--- src/design/coef_bank_consts.vh ---
// Register indices and reset values for the loop filter coefficient bank
`ifndef COEF_BANK_CONSTS_VH
`define COEF_BANK_CONSTS_VH

// ****************************************
// Register indices (byte address = 4 x index)
// ****************************************
`define IDX_CHAN_A_NORMAL_LF_GAIN 16'hfe2c
`define IDX_CHAN_B_NORMAL_LF_GAIN 16'hfe2d
`define IDX_CHAN_A_NORMAL_ZERO 16'hfe2e
`define IDX_CHAN_B_NORMAL_ZERO 16'hfe2f
`define IDX_CHAN_A_NORMAL_POLE 16'hfe30
`define IDX_CHAN_B_NORMAL_POLE 16'hfe31
`define IDX_CHAN_A_NORMAL_HF_GAIN 16'hfe32
`define IDX_CHAN_B_NORMAL_HF_GAIN 16'hfe33
`define IDX_CHAN_A_LIGHT_LF_GAIN 16'hfe34
`define IDX_CHAN_B_LIGHT_LF_GAIN 16'hfe35
`define IDX_CHAN_A_LIGHT_ZERO 16'hfe36
`define IDX_CHAN_B_LIGHT_ZERO 16'hfe37
`define IDX_CHAN_A_LIGHT_POLE 16'hfe38
`define IDX_CHAN_B_LIGHT_POLE 16'hfe39
`define IDX_CHAN_A_LIGHT_HF_GAIN 16'hfe3a
`define IDX_CHAN_B_LIGHT_HF_GAIN 16'hfe3b
`define IDX_CHAN_A_MOD_LIMIT 16'hfe3c
`define IDX_CHAN_B_MOD_LIMIT 16'hfe3d
`define IDX_MODE_STATUS 16'hfe3f

// ****************************************
// Slot offsets inside the bank (slot = index - first index)
// ****************************************
`define SLOT_NORMAL_LF 5'h00
`define SLOT_NORMAL_ZERO 5'h02
`define SLOT_NORMAL_POLE 5'h04
`define SLOT_NORMAL_HF 5'h06
`define SLOT_LIGHT_LF 5'h08
`define SLOT_LIGHT_ZERO 5'h0a
`define SLOT_LIGHT_POLE 5'h0c
`define SLOT_LIGHT_HF 5'h0e
`define SLOT_MOD_LIMIT 5'h10
`define NUM_SLOTS 18

// ****************************************
// Reset values and field positions
// ****************************************
`define COEF_RESET 8'h00
`define STATUS_LIGHT_A_BIT 0
`define STATUS_LIGHT_B_BIT 1

`endif

--- src/design/loop_filter_coefficient_bank.v ---
// Coefficient register bank and mode selection for two channels
`timescale 1ns/100ps
`default_nettype none
`include "coef_bank_consts.vh"

module loop_filter_coefficient_bank #(
    parameter ADDR_W = 18
) (
    // Clock and reset
    input wire clk,
    input wire nrst,
    // APB slave
    input wire psel,
    input wire penable,
    input wire pwrite,
    input wire [ADDR_W-1:0] paddr,
    input wire [31:0] pwdata,
    input wire [3:0] pstrb,
    output reg [31:0] prdata,
    output reg pready,
    output reg pslverr,
    // Operating mode per channel
    input wire light_load_a,
    input wire light_load_b,
    // Coefficients applied to channel A
    output reg [7:0] chan_a_lf_gain,
    output reg [7:0] chan_a_zero,
    output reg [7:0] chan_a_pole,
    output reg [7:0] chan_a_hf_gain,
    output reg [7:0] chan_a_mod_limit,
    // Coefficients applied to channel B
    output reg [7:0] chan_b_lf_gain,
    output reg [7:0] chan_b_zero,
    output reg [7:0] chan_b_pole,
    output reg [7:0] chan_b_hf_gain,
    output reg [7:0] chan_b_mod_limit
);

    // ****************************************
    // Address decode
    // ****************************************
    // Returns {hit, slot}; misaligned or foreign words miss
    function [5:0] decode;
        input [ADDR_W-1:0] addr;
        reg [15:0] idx;
        reg [15:0] off;
        begin
            idx = addr[17:2];
            off = idx - `IDX_CHAN_A_NORMAL_LF_GAIN;
            if (addr[1:0] != 2'h0) begin
                decode = 6'h00;
            end else if (idx >= `IDX_CHAN_A_NORMAL_LF_GAIN &&
                         idx <= `IDX_CHAN_B_MOD_LIMIT) begin
                decode = {1'b1, off[4:0]};
            end else begin
                decode = 6'h00;
            end
        end
    endfunction

    // Picks the light or normal slot of one channel
    function [4:0] pick;
        input light;
        input [4:0] light_slot;
        input [4:0] normal_slot;
        input chan;
        begin
            pick = (light ? light_slot : normal_slot) | {4'h0, chan};
        end
    endfunction

    reg [7:0] coef [0:`NUM_SLOTS-1];
    wire [5:0] dec;
    wire hit;
    wire is_status;
    wire setup;
    wire access;
    integer i;

    assign dec = decode(paddr);
    assign hit = dec[5];
    assign is_status = (paddr[1:0] == 2'h0) &&
                       (paddr[17:2] == `IDX_MODE_STATUS);
    assign setup = psel && !penable;
    assign access = psel && penable && pready;

    // ****************************************
    // APB answer: one wait-free access phase
    // ****************************************
    always @(posedge clk or negedge nrst) begin
        if (!nrst) begin
            pready <= 1'b0;
            pslverr <= 1'b0;
            prdata <= 32'h0000_0000;
        end else begin
            pready <= setup;
            if (setup) begin
                // Status is read-only, so a write to it errs
                pslverr <= !(hit || (is_status && !pwrite));
                if (!pwrite && hit) begin
                    prdata <= {24'h00_0000, coef[dec[4:0]]};
                end else if (!pwrite && is_status) begin
                    prdata <= {30'h0000_0000, light_load_b,
                               light_load_a};
                end else begin
                    prdata <= 32'h0000_0000;
                end
            end
        end
    end

    // ****************************************
    // Coefficient storage
    // ****************************************
    // Only the addressed slot changes, so channels never cross
    always @(posedge clk or negedge nrst) begin
        if (!nrst) begin
            for (i = 0; i < `NUM_SLOTS; i = i + 1) begin
                coef[i] <= `COEF_RESET;
            end
        end else if (access && pwrite && hit && pstrb[0]) begin
            coef[dec[4:0]] <= pwdata[7:0];
        end
    end

    // ****************************************
    // Mode selection toward the filter
    // ****************************************
    // Registered so all ten outputs move on the same edge
    always @(posedge clk or negedge nrst) begin
        if (!nrst) begin
            chan_a_lf_gain <= `COEF_RESET;
            chan_a_zero <= `COEF_RESET;
            chan_a_pole <= `COEF_RESET;
            chan_a_hf_gain <= `COEF_RESET;
            chan_a_mod_limit <= `COEF_RESET;
            chan_b_lf_gain <= `COEF_RESET;
            chan_b_zero <= `COEF_RESET;
            chan_b_pole <= `COEF_RESET;
            chan_b_hf_gain <= `COEF_RESET;
            chan_b_mod_limit <= `COEF_RESET;
        end else begin
            chan_a_lf_gain <= coef[pick(light_load_a, `SLOT_LIGHT_LF,
                `SLOT_NORMAL_LF, 1'b0)];
            chan_a_zero <= coef[pick(light_load_a, `SLOT_LIGHT_ZERO,
                `SLOT_NORMAL_ZERO, 1'b0)];
            chan_a_pole <= coef[pick(light_load_a, `SLOT_LIGHT_POLE,
                `SLOT_NORMAL_POLE, 1'b0)];
            chan_a_hf_gain <= coef[pick(light_load_a, `SLOT_LIGHT_HF,
                `SLOT_NORMAL_HF, 1'b0)];
            chan_a_mod_limit <= coef[`SLOT_MOD_LIMIT];
            chan_b_lf_gain <= coef[pick(light_load_b, `SLOT_LIGHT_LF,
                `SLOT_NORMAL_LF, 1'b1)];
            chan_b_zero <= coef[pick(light_load_b, `SLOT_LIGHT_ZERO,
                `SLOT_NORMAL_ZERO, 1'b1)];
            chan_b_pole <= coef[pick(light_load_b, `SLOT_LIGHT_POLE,
                `SLOT_NORMAL_POLE, 1'b1)];
            chan_b_hf_gain <= coef[pick(light_load_b, `SLOT_LIGHT_HF,
                `SLOT_NORMAL_HF, 1'b1)];
            chan_b_mod_limit <= coef[`SLOT_MOD_LIMIT + 5'h01];
        end
    end

endmodule
`default_nettype wire

--- config.mk ---
export PLATFORM = sky130hd
export DESIGN_NAME = loop_filter_coefficient_bank
export DESIGN_NICKNAME = d
export VERILOG_FILES = /design/src/design/loop_filter_coefficient_bank.v
export VERILOG_INCLUDE_DIRS = /design/src /design/src/design
export SDC_FILE = /design/constraint.sdc
export NUM_CORES = 1
export LEC_CHECK = 0
export BUFFER_PORTS_ARGS = -buffer_cell sky130_fd_sc_hd__buf_2
export CORE_MARGIN = 3
export CORE_UTILIZATION = 46
export DETAILED_ROUTE_END_ITERATION = 7
export HOLD_SLACK_MARGIN = 0.12
export PLACE_DENSITY = 0.76
export SYNTH_ARGS = -nofsm -noshare
export SYNTH_HDL_FRONTEND = slang
export SYNTH_SLANG_ARGS = --single-unit
--- constraint.sdc ---
create_clock -name clk -period 2.81 [get_ports clk]
set_clock_uncertainty 0.05 [all_clocks]
set_input_delay 0.1405 -clock clk [delete_from_list [all_inputs] [get_ports clk]]
set_output_delay 0.1405 -clock clk [all_outputs]
set_load 0.005 [all_outputs]
Yosys cells after proc, flatten, opt, wreduce, memory -nomap -nowiden
Cells that the tools add are included.
{"block": "totals", "register_bits": 258, "input_bits": 61, "output_inout_bits": 114, "word_cells": 113}
{"block": "classes", "add_sub_neg": 1, "order_cmp": 12, "eq_ne": 1, "muxes": 42, "n_bitwise": 9, "n_reduce_logical": 17}
{"op": "$bmux 8 s5", "n": 9}
{"op": "$mux 8", "n": 19}
{"op": "$bwmux 144", "n": 1}
{"op": "$ge 6x6->1 const B", "n": 9}
{"op": "$not 4->6", "n": 8}
{"op": "$demux 8 s5", "n": 1}
{"op": "$mux 32", "n": 1}
{"op": "$mux 4", "n": 8}
{"op": "$eq 16x16->1 const B", "n": 1}
{"op": "$ge 16x16->1 const B", "n": 1}
{"op": "$le 16x16->1 const B", "n": 1}
{"op": "$mux 6", "n": 2}
{"op": "$logic_and 1x1->1", "n": 11}
{"op": "$lt 6x1->1 const B", "n": 1}
{"op": "$not 5->6", "n": 1}
{"op": "$sub 5x4->5 const B", "n": 1}
{"op": "$logic_not 1->1", "n": 3}
{"op": "$logic_not 2->1", "n": 1}
{"op": "$mux 2", "n": 1}
{"op": "$reduce_bool 2->1", "n": 1}
{"op": "$logic_or 1x1->1", "n": 1}

Longest topological paths before layout
Gate-level depths: netlist (run 1).
{"block": "depth", "depth_word": 10, "depth_mapped": 11, "depth_no_buf": 8}

Worst setup path after synthesis (run 1)
No wires, ideal clock.
{"block": "synth_timing", "kind": "input -> register", "start": "in paddr[9]", "end": "reg coef[100] in the netlist's numbering", "setup_ns": 0.125, "arrival_time_ns": 2.372, "required_ns": 2.635, "path_slack_ns": 0.263, "stages": 7, "n_path_buf": 0, "path_cell_list": "or3b_4 > or4b_4 > a21oi_2 > nand2_1 > or3_4 > nor3_4 > mux2_2"}
{"block": "synth_via", "elab_chain_cells": 10, "word_cells_on_any_way": 14, "cone_classes": "order compare: 4; mux: 5; bitwise: 1; reduce/logical: 4"}
{"item": "start: declaration", "line_no": "loop_filter_coefficient_bank.v:16", "source": "input wire [ADDR_W-1:0] paddr,"}
{"item": "$ge 16x16->1 (no source line) or $le 16x16->1 (tied branches)"}
{"item": "$logic_and 1x1->1 (no source line) *"}
{"item": "$mux 6 *", "line_no": "loop_filter_coefficient_bank.v:52", "source": "end else if (idx >= `IDX_CHAN_A_NORMAL_LF_GAIN &&"}
{"item": "$mux 6 *", "line_no": "loop_filter_coefficient_bank.v:50", "source": "if (addr[1:0] != 2'h0) begin"}
{"item": "$not 5->6 (implied by the code)", "line_no": "loop_filter_coefficient_bank.v:122", "source": "coef[dec[4:0]] <= pwdata[7:0];"}
{"item": "$ge 6x6->1 (implied by the code) or $lt 6x1->1 (tied branches)", "line_no": "loop_filter_coefficient_bank.v:122"}
{"item": "$logic_and 1x1->1 (implied by the code)", "line_no": "loop_filter_coefficient_bank.v:122"}
{"item": "$mux 8 (implied by the code)", "line_no": "loop_filter_coefficient_bank.v:122"}
{"item": "$demux 8 s5", "line_no": "loop_filter_coefficient_bank.v:122"}
{"item": "$bwmux 144", "line_no": "loop_filter_coefficient_bank.v:122"}
{"item": "end signal: indexed assignment", "line_no": "loop_filter_coefficient_bank.v:119", "source": "coef[i] <= `COEF_RESET;"}
{"item": "end signal: indexed assignment", "line_no": "loop_filter_coefficient_bank.v:122"}
{"item": "end: declaration", "line_no": "loop_filter_coefficient_bank.v:72", "source": "reg [7:0] coef [0:`NUM_SLOTS-1];"}
Mark *: on every way between the ends. The rest lies on a longest branch, timed or not.
A chain may end at the register's enable or synchronous reset.

Worst setup path after layout (run 1)
{"block": "layout_timing", "start": "in pwrite", "end": "reg coef[79] in the netlist's numbering"}
{"block": "layout_via", "elab_chain_cells": 3}
{"item": "start: declaration", "line_no": "loop_filter_coefficient_bank.v:15", "source": "input wire pwrite,"}
{"item": "$logic_and 1x1->1 (3 in a row)", "line_no": "loop_filter_coefficient_bank.v:121", "source": "end else if (access && pwrite && hit && pstrb[0]) begin"}
Every way passes these cells.

==> results of run 1 <==
==> through the flow <==
| stage | instances | power, W | instance area, um2 |
|---|---|---|---|
| after detailed placement | 1132 | 0.00367 | 11200 |
| after CTS | 1187 | 0.00684 | 12100 |
| after global routing | 1187 | 0.00701 | 12100 |
| after floorplan | 751 | 0.00355 | 10100 |
| after global placement | 1132 | 0.00367 | 11200 |
| final | 1187 | 0.00678 | 12100 |
==> cells in the mapped netlist (3+ instances only) <==
master	number	area [um2]
a21oi_1	12	60.1
a22oi_1	31	233
buf_2	3	15.0
buf_4	24	180
clkbuf_1	31	116
dfrtp_1	234	5860
mux2_2	206	2320
nand2_1	26	97.6
nand2_2	3	18.8
nand3_1	4	20.0
nor2_1	13	48.8
nor2b_1	3	18.8
nor3_1	3	15.0
nor3_4	3	48.8
o2111ai_1	5	43.8
o211ai_1	3	22.5
o21ai_0	22	110
o21ai_1	4	20.0
o21bai_1	5	37.5
o22ai_1	40	250
o31ai_1	3	22.5
==> final cells by class <==
class | count | area, um2
clock buffers | 33 | 686
fillers | 1728 | 9120
well taps | 275 | 344
flip-flops and latches | 234 | 5860
clock inverters | 11 | 106
multi-input cells | 454 | 3930
repair buffers | 178 | 1180
inverters | 2 | 7.51
==> logic make-up (layout without fill, tap and decap cells) <==
logic type | count (synthesis) | in the layout | share of synthesized area
AO/OA/AOI/OAI | 141 | 141 | 0.0955
XOR/XNOR | 2 | 2 | 0.00175
adder cells (fa/ha/maj) | 1 | 1 | 0.00125
buffers and inverters | 63 | 224 | 0.0337
flip-flops | 234 | 234 | 0.584
multiplexers | 208 | 208 | 0.233
other | 1 | 24 | 0.000374
AND/OR/NAND/NOR | 78 | 78 | 0.0504
==> flip-flops by register name (all words and copies together), names as in the netlist <==
register	flops
chan_a_zero	8
chan_b_mod_limit	8
chan_a_lf_gain	8
chan_b_hf_gain	8
chan_b_pole	8
pready	1
chan_a_mod_limit	8
chan_b_zero	8
chan_a_hf_gain	8
chan_a_pole	8
prdata	8
chan_b_lf_gain	8
coef	144
pslverr	1
==> power breakdown <==
group	internal, W	switching (W)	total, W
Sequential	0.00337	0.000000936	0.00337
Clock	0.00182	0.00133	0.00316
Combinational	0.0000693	0.000177	0.000246
==> routing by layer <==
metal,GRT usage,vias to the layer above,wire (um)
met5,0,-,0
met4,0.0551,0,665
met3,0.0349,52,1660
met2,0.352,274,12200
met1,0.294,3477,10600
li1,-,2990,-
==> path summary, 6_finish.rpt <==
path                         start                   to  slack (ns)  cells past startpoint
min reg2reg                coef[6]  chan_b_mod_limit[6]        0.35                      0
max reg2reg                 pready             coef[79]        0.70                      4
max in group asynchronous     nrst             coef[79]        1.73                      3
min in group clk              psel               pready        0.18                      3
min                           nrst       chan_a_zero[0]        0.12                      2
max                         pwrite             coef[79]        0.53                      7
==> critical path: stages <==
cell and delay [ns]:
dlygate4sd3_1 0.53, buf_2 0.19, and3_1 0.17, nand3_1 0.29, nor3_1 0.47, nand2_1 0.44
mux2_2 0.41
==> results_dict.tcl, run 1 <==
set metrics [dict create \
    drive_gt1_frac 0.473 \
    start_util 0.473 \
    critPathMaxFanout 8 \
    syn2layout_area_growth_pct 20.6 \
    worst-endpoint-required_ns 3.17 \
    grt_pass1_vias 7048 \
    p_leak_nw 6.29 \
    track_usage 0.212 \
    synth_seq_cells 234 \
    utilization 0.570 \
    grt_first_pass_wirelength_mm 40.0 \
    clockBufferDepth 3 \
    finalCritPeriodShare 0.810 \
    post-dp-hpwl_mm 16.9 \
    drtAntennaViolNets 0 \
    syn_area_per_cell_um2 13.8 \
    place.gp.congestion 0.845 \
    crit_arrival_ns 2.64 \
    endpoint_kind "register" \
    fin_tns_setup_ns 0 \
    pin_count 175 \
    antenna_cells 0 \
    criticalPathCategory "in -> reg" \
    vias_per_cell 5.72 \
    clock_sinks 234 \
    hold_buffers 11 \
    portBuffers 123 \
    synth-seq-area-share 0.584 \
    power.density_mw_per_mm2 560 \
    vias 6793 \
    cts-resized-gates 0 \
    finalWorstSetupSlack_ns 0.533 \
    drv_slew 0 \
    ir_drop_uv 394 \
    slew_headroom 0.324 \
    die_w_um 154 \
    ys_warn_count 0 \
    drt-wirelength-per-cell_um 21.1 \
    tightest_slew_ns 1.01 \
    clock.fmax_mhz 439 \
    final_common_cell "dfrtp_1" \
    drtIter0Drc 530 \
    die_h_um 154 \
    netlist_area_mm2 0.0100 \
    cts-root-buf "clkbuf_16" \
    maxCapViolCount 0 \
    cts.clk_slew.worst_paths_ns 0.06 \
    cts_tree "done" \
    dr.pass1.iters 5 \
    antenna_found_initial 0 \
    synthCells 728 \
    core_mm2 0.0212 \
    async_flop_share 1.00 \
    clock_latency_ns 0.53 \
    fin_hold_ws_ns 0.123 \
    rsz0062_at_grt "no" \
    nNetsFinal 957 \
    yosys_most_used_dff "dfrtp_1" \
    numCtsBuffers 25 \
    finalSetupViolCount 0 \
    hold_path_class "in -> async" \
    worstSetupStartpointType "input port" \
    hold_viol_final 0 \
    synth_edf_count 0 \
    place_ws_ns 0.0300 \
    fp-row-count 53 \
    die_area_mm2 0.0236 \
    synth.distinct_cells 62 \
    fin_crit_ns 2.28 \
    grt_overflow 0 \
    status "finished, final reports clean" \
    layout_common_cells "dfrtp_1, mux2_2, buf_2" \
    grt_max_degree 79 \
    ctsHtreeMaxLevel 1 \
    post_cts_buffers 0 \
    wl_mm 25.1 \
    drc 0 \
]
No activity file was read; power rests on OpenSTA's default activity.
==> inputs of run 2 (changes only) <==
Settings changed: PLACE_DENSITY 0.76 to 0.78.
Clock period 2.81 ns to 1.97 ns, I/O delays scaled along.
==> run 2 against run 1 <==
Effect of this change:
- the run now ends with negative setup slack left
- register-to-register slack lost 0.64 ns
- setup slack lost 0.63 ns
- sequential cell count is the same
==> results_dict.tcl, run 2 (same netlist as run 1, synthesis figures left out) <==
set metrics [dict create \
    fin_tns_setup_ns -1.33 \
    clock_sinks 234 \
    track_usage 0.226 \
    criticalPathCategory "in -> reg" \
    finalCritPeriodShare 1.05 \
    regMostFlops "coef" \
    drv_slew 0 \
    antenna_found_initial 1 \
    clock_latency_ns 0.52 \
    finalSetupViolCount 38 \
    drtAntennaViolNets 0 \
    start_util 0.473 \
    clockBufferDepth 3 \
    maxCapViolCount 0 \
    slew_headroom 0.627 \
    fp-row-count 53 \
    fin_crit_ns 2.07 \
    grt_max_degree 72 \
    layout_common_cells "dfrtp_1, mux2_2, buf_2" \
    vias 7212 \
    multi_input_area_mm2 0.00432 \
    syn2layout_area_growth_pct 31.0 \
    p_leak_nw 6.77 \
    power.density_mw_per_mm2 763 \
    status "finished, violations left" \
    numCtsBuffers 24 \
    largest_reg_flops 144 \
    nNetsFinal 1017 \
    die_h_um 154 \
    place.gp.congestion 0.967 \
    cts.clk_slew.worst_paths_ns 0.07 \
    drc 0 \
    hold_viol_final 0 \
    fin_cells 1248 \
    crit_arrival_ns 2.42 \
    nFillCells 1589 \
    critPathMaxFanout 7 \
    tightest_slew_ns 0.559 \
    cts-root-buf "clkbuf_16" \
    antenna_cells 0 \
    ctsHtreeMaxLevel 1 \
    pin_count 175 \
    worst-endpoint-required_ns 2.32 \
    grt_pass1_vias 7489 \
    endpoint_kind "register" \
    rsz0062_at_grt "yes" \
    drive_gt1_frac 0.555 \
    regArea_mm2 0.00586 \
    violations "negative setup slack" \
    die_w_um 154 \
    finalWorstSetupSlack_ns -0.0969 \
    dr.pass1.iters 7 \
    grt_overflow 0 \
    portBuffers 123 \
    final_common_cell "dfrtp_1" \
    grt_first_pass_wirelength_mm 42.6 \
    drt-wirelength-per-cell_um 21.9 \
    drtIter0Drc 477 \
    ir_drop_uv 518 \
    clock.fmax_mhz 484 \
    worstSetupStartpointType "input port" \
    wl_mm 27.3 \
    placed_cells 1183 \
    cts_tree "done" \
    post-dp-hpwl_mm 18.0 \
    fin_hold_ws_ns 0.204 \
    hold_path_class "in -> reg" \
    die_area_mm2 0.0236 \
    core_mm2 0.0212 \
    vias_per_cell 5.78 \
]
==> run 2: where the power goes <==
part | leakage, nW | total [W] | switching [W] | internal [W]
sequential | 3.27 | 0.00481 | 0.00000247 | 0.00481
combinational | 3.09 | 0.000430 | 0.000274 | 0.000156
clock | 0.412 | 0.00479 | 0.00192 | 0.00287
==> run 2: final timing paths <==
path                       startpoint                  end  slack (ns)  cells past startpoint
min reg2reg                  coef[14]  chan_a_mod_limit[6]        0.37                      0
min                           penable            prdata[4]        0.20                      5
max reg2reg                    pready              coef[3]        0.06                      7
min in group asynchronous        nrst  chan_a_mod_limit[0]        0.63                      3
max                          paddr[9]            prdata[1]        -0.1                      8
max in group asynchronous        nrst            coef[109]        0.60                      4
==> run 2: repair_timing <==
item | 4_1_cts | 5_1_grt
gates resized for setup | 49 | 46
endpoints found under the setup margin | 78 | 136
hold buffers | 15 | 0
cloned | 0 | 2
pin swaps | 6 | 15
setup buffers | 1 | 3
endpoints found under the hold margin | 409 | 0
==> run 2: worst max-delay path, cell delays in order <==
cell and delay [ns]:
buf_6 0.09, or3b_4 0.40, or4_4 0.49, a2111o_1 0.43, a22o_1 0.29, a221oi_2 0.18
o221ai_1 0.13, a221o_1 0.30
==> run 2: final cells by class <==
type                       count  area share
multi-input combinational    454       0.329
tap                          275      0.0262
inverter                       2    0.000571
clock buffer                  29      0.0518
timing repair buffer         239       0.134
clock inverter                15      0.0128
sequential                   234       0.446
==> run 2: per-layer routing <==
layer | GRT usage | vias to the layer above | wire length, um
li1 | - | 3117 | -
met1 | 0.304 | 3664 | 10900
met2 | 0.381 | 340 | 13400
met3 | 0.0377 | 89 | 1990
met4 | 0.0656 | 2 | 971
met5 | 0 | - | 7
==> run 2: metrics by stage <==
step | total power (W) | area, um2 | setup WS, ns | utilization
floorplan | 0.00506 | 10200 | -0.485 | -
global placement | 0.00529 | 11700 | -0.641 | 0.550
detailed placement | 0.00530 | 11700 | -0.654 | 0.550
CTS | 0.0101 | 12900 | -0.0890 | 0.607
global route | 0.0103 | 13100 | -0.162 | 0.619
finish | 0.0100 | 13100 | -0.0969 | 0.619
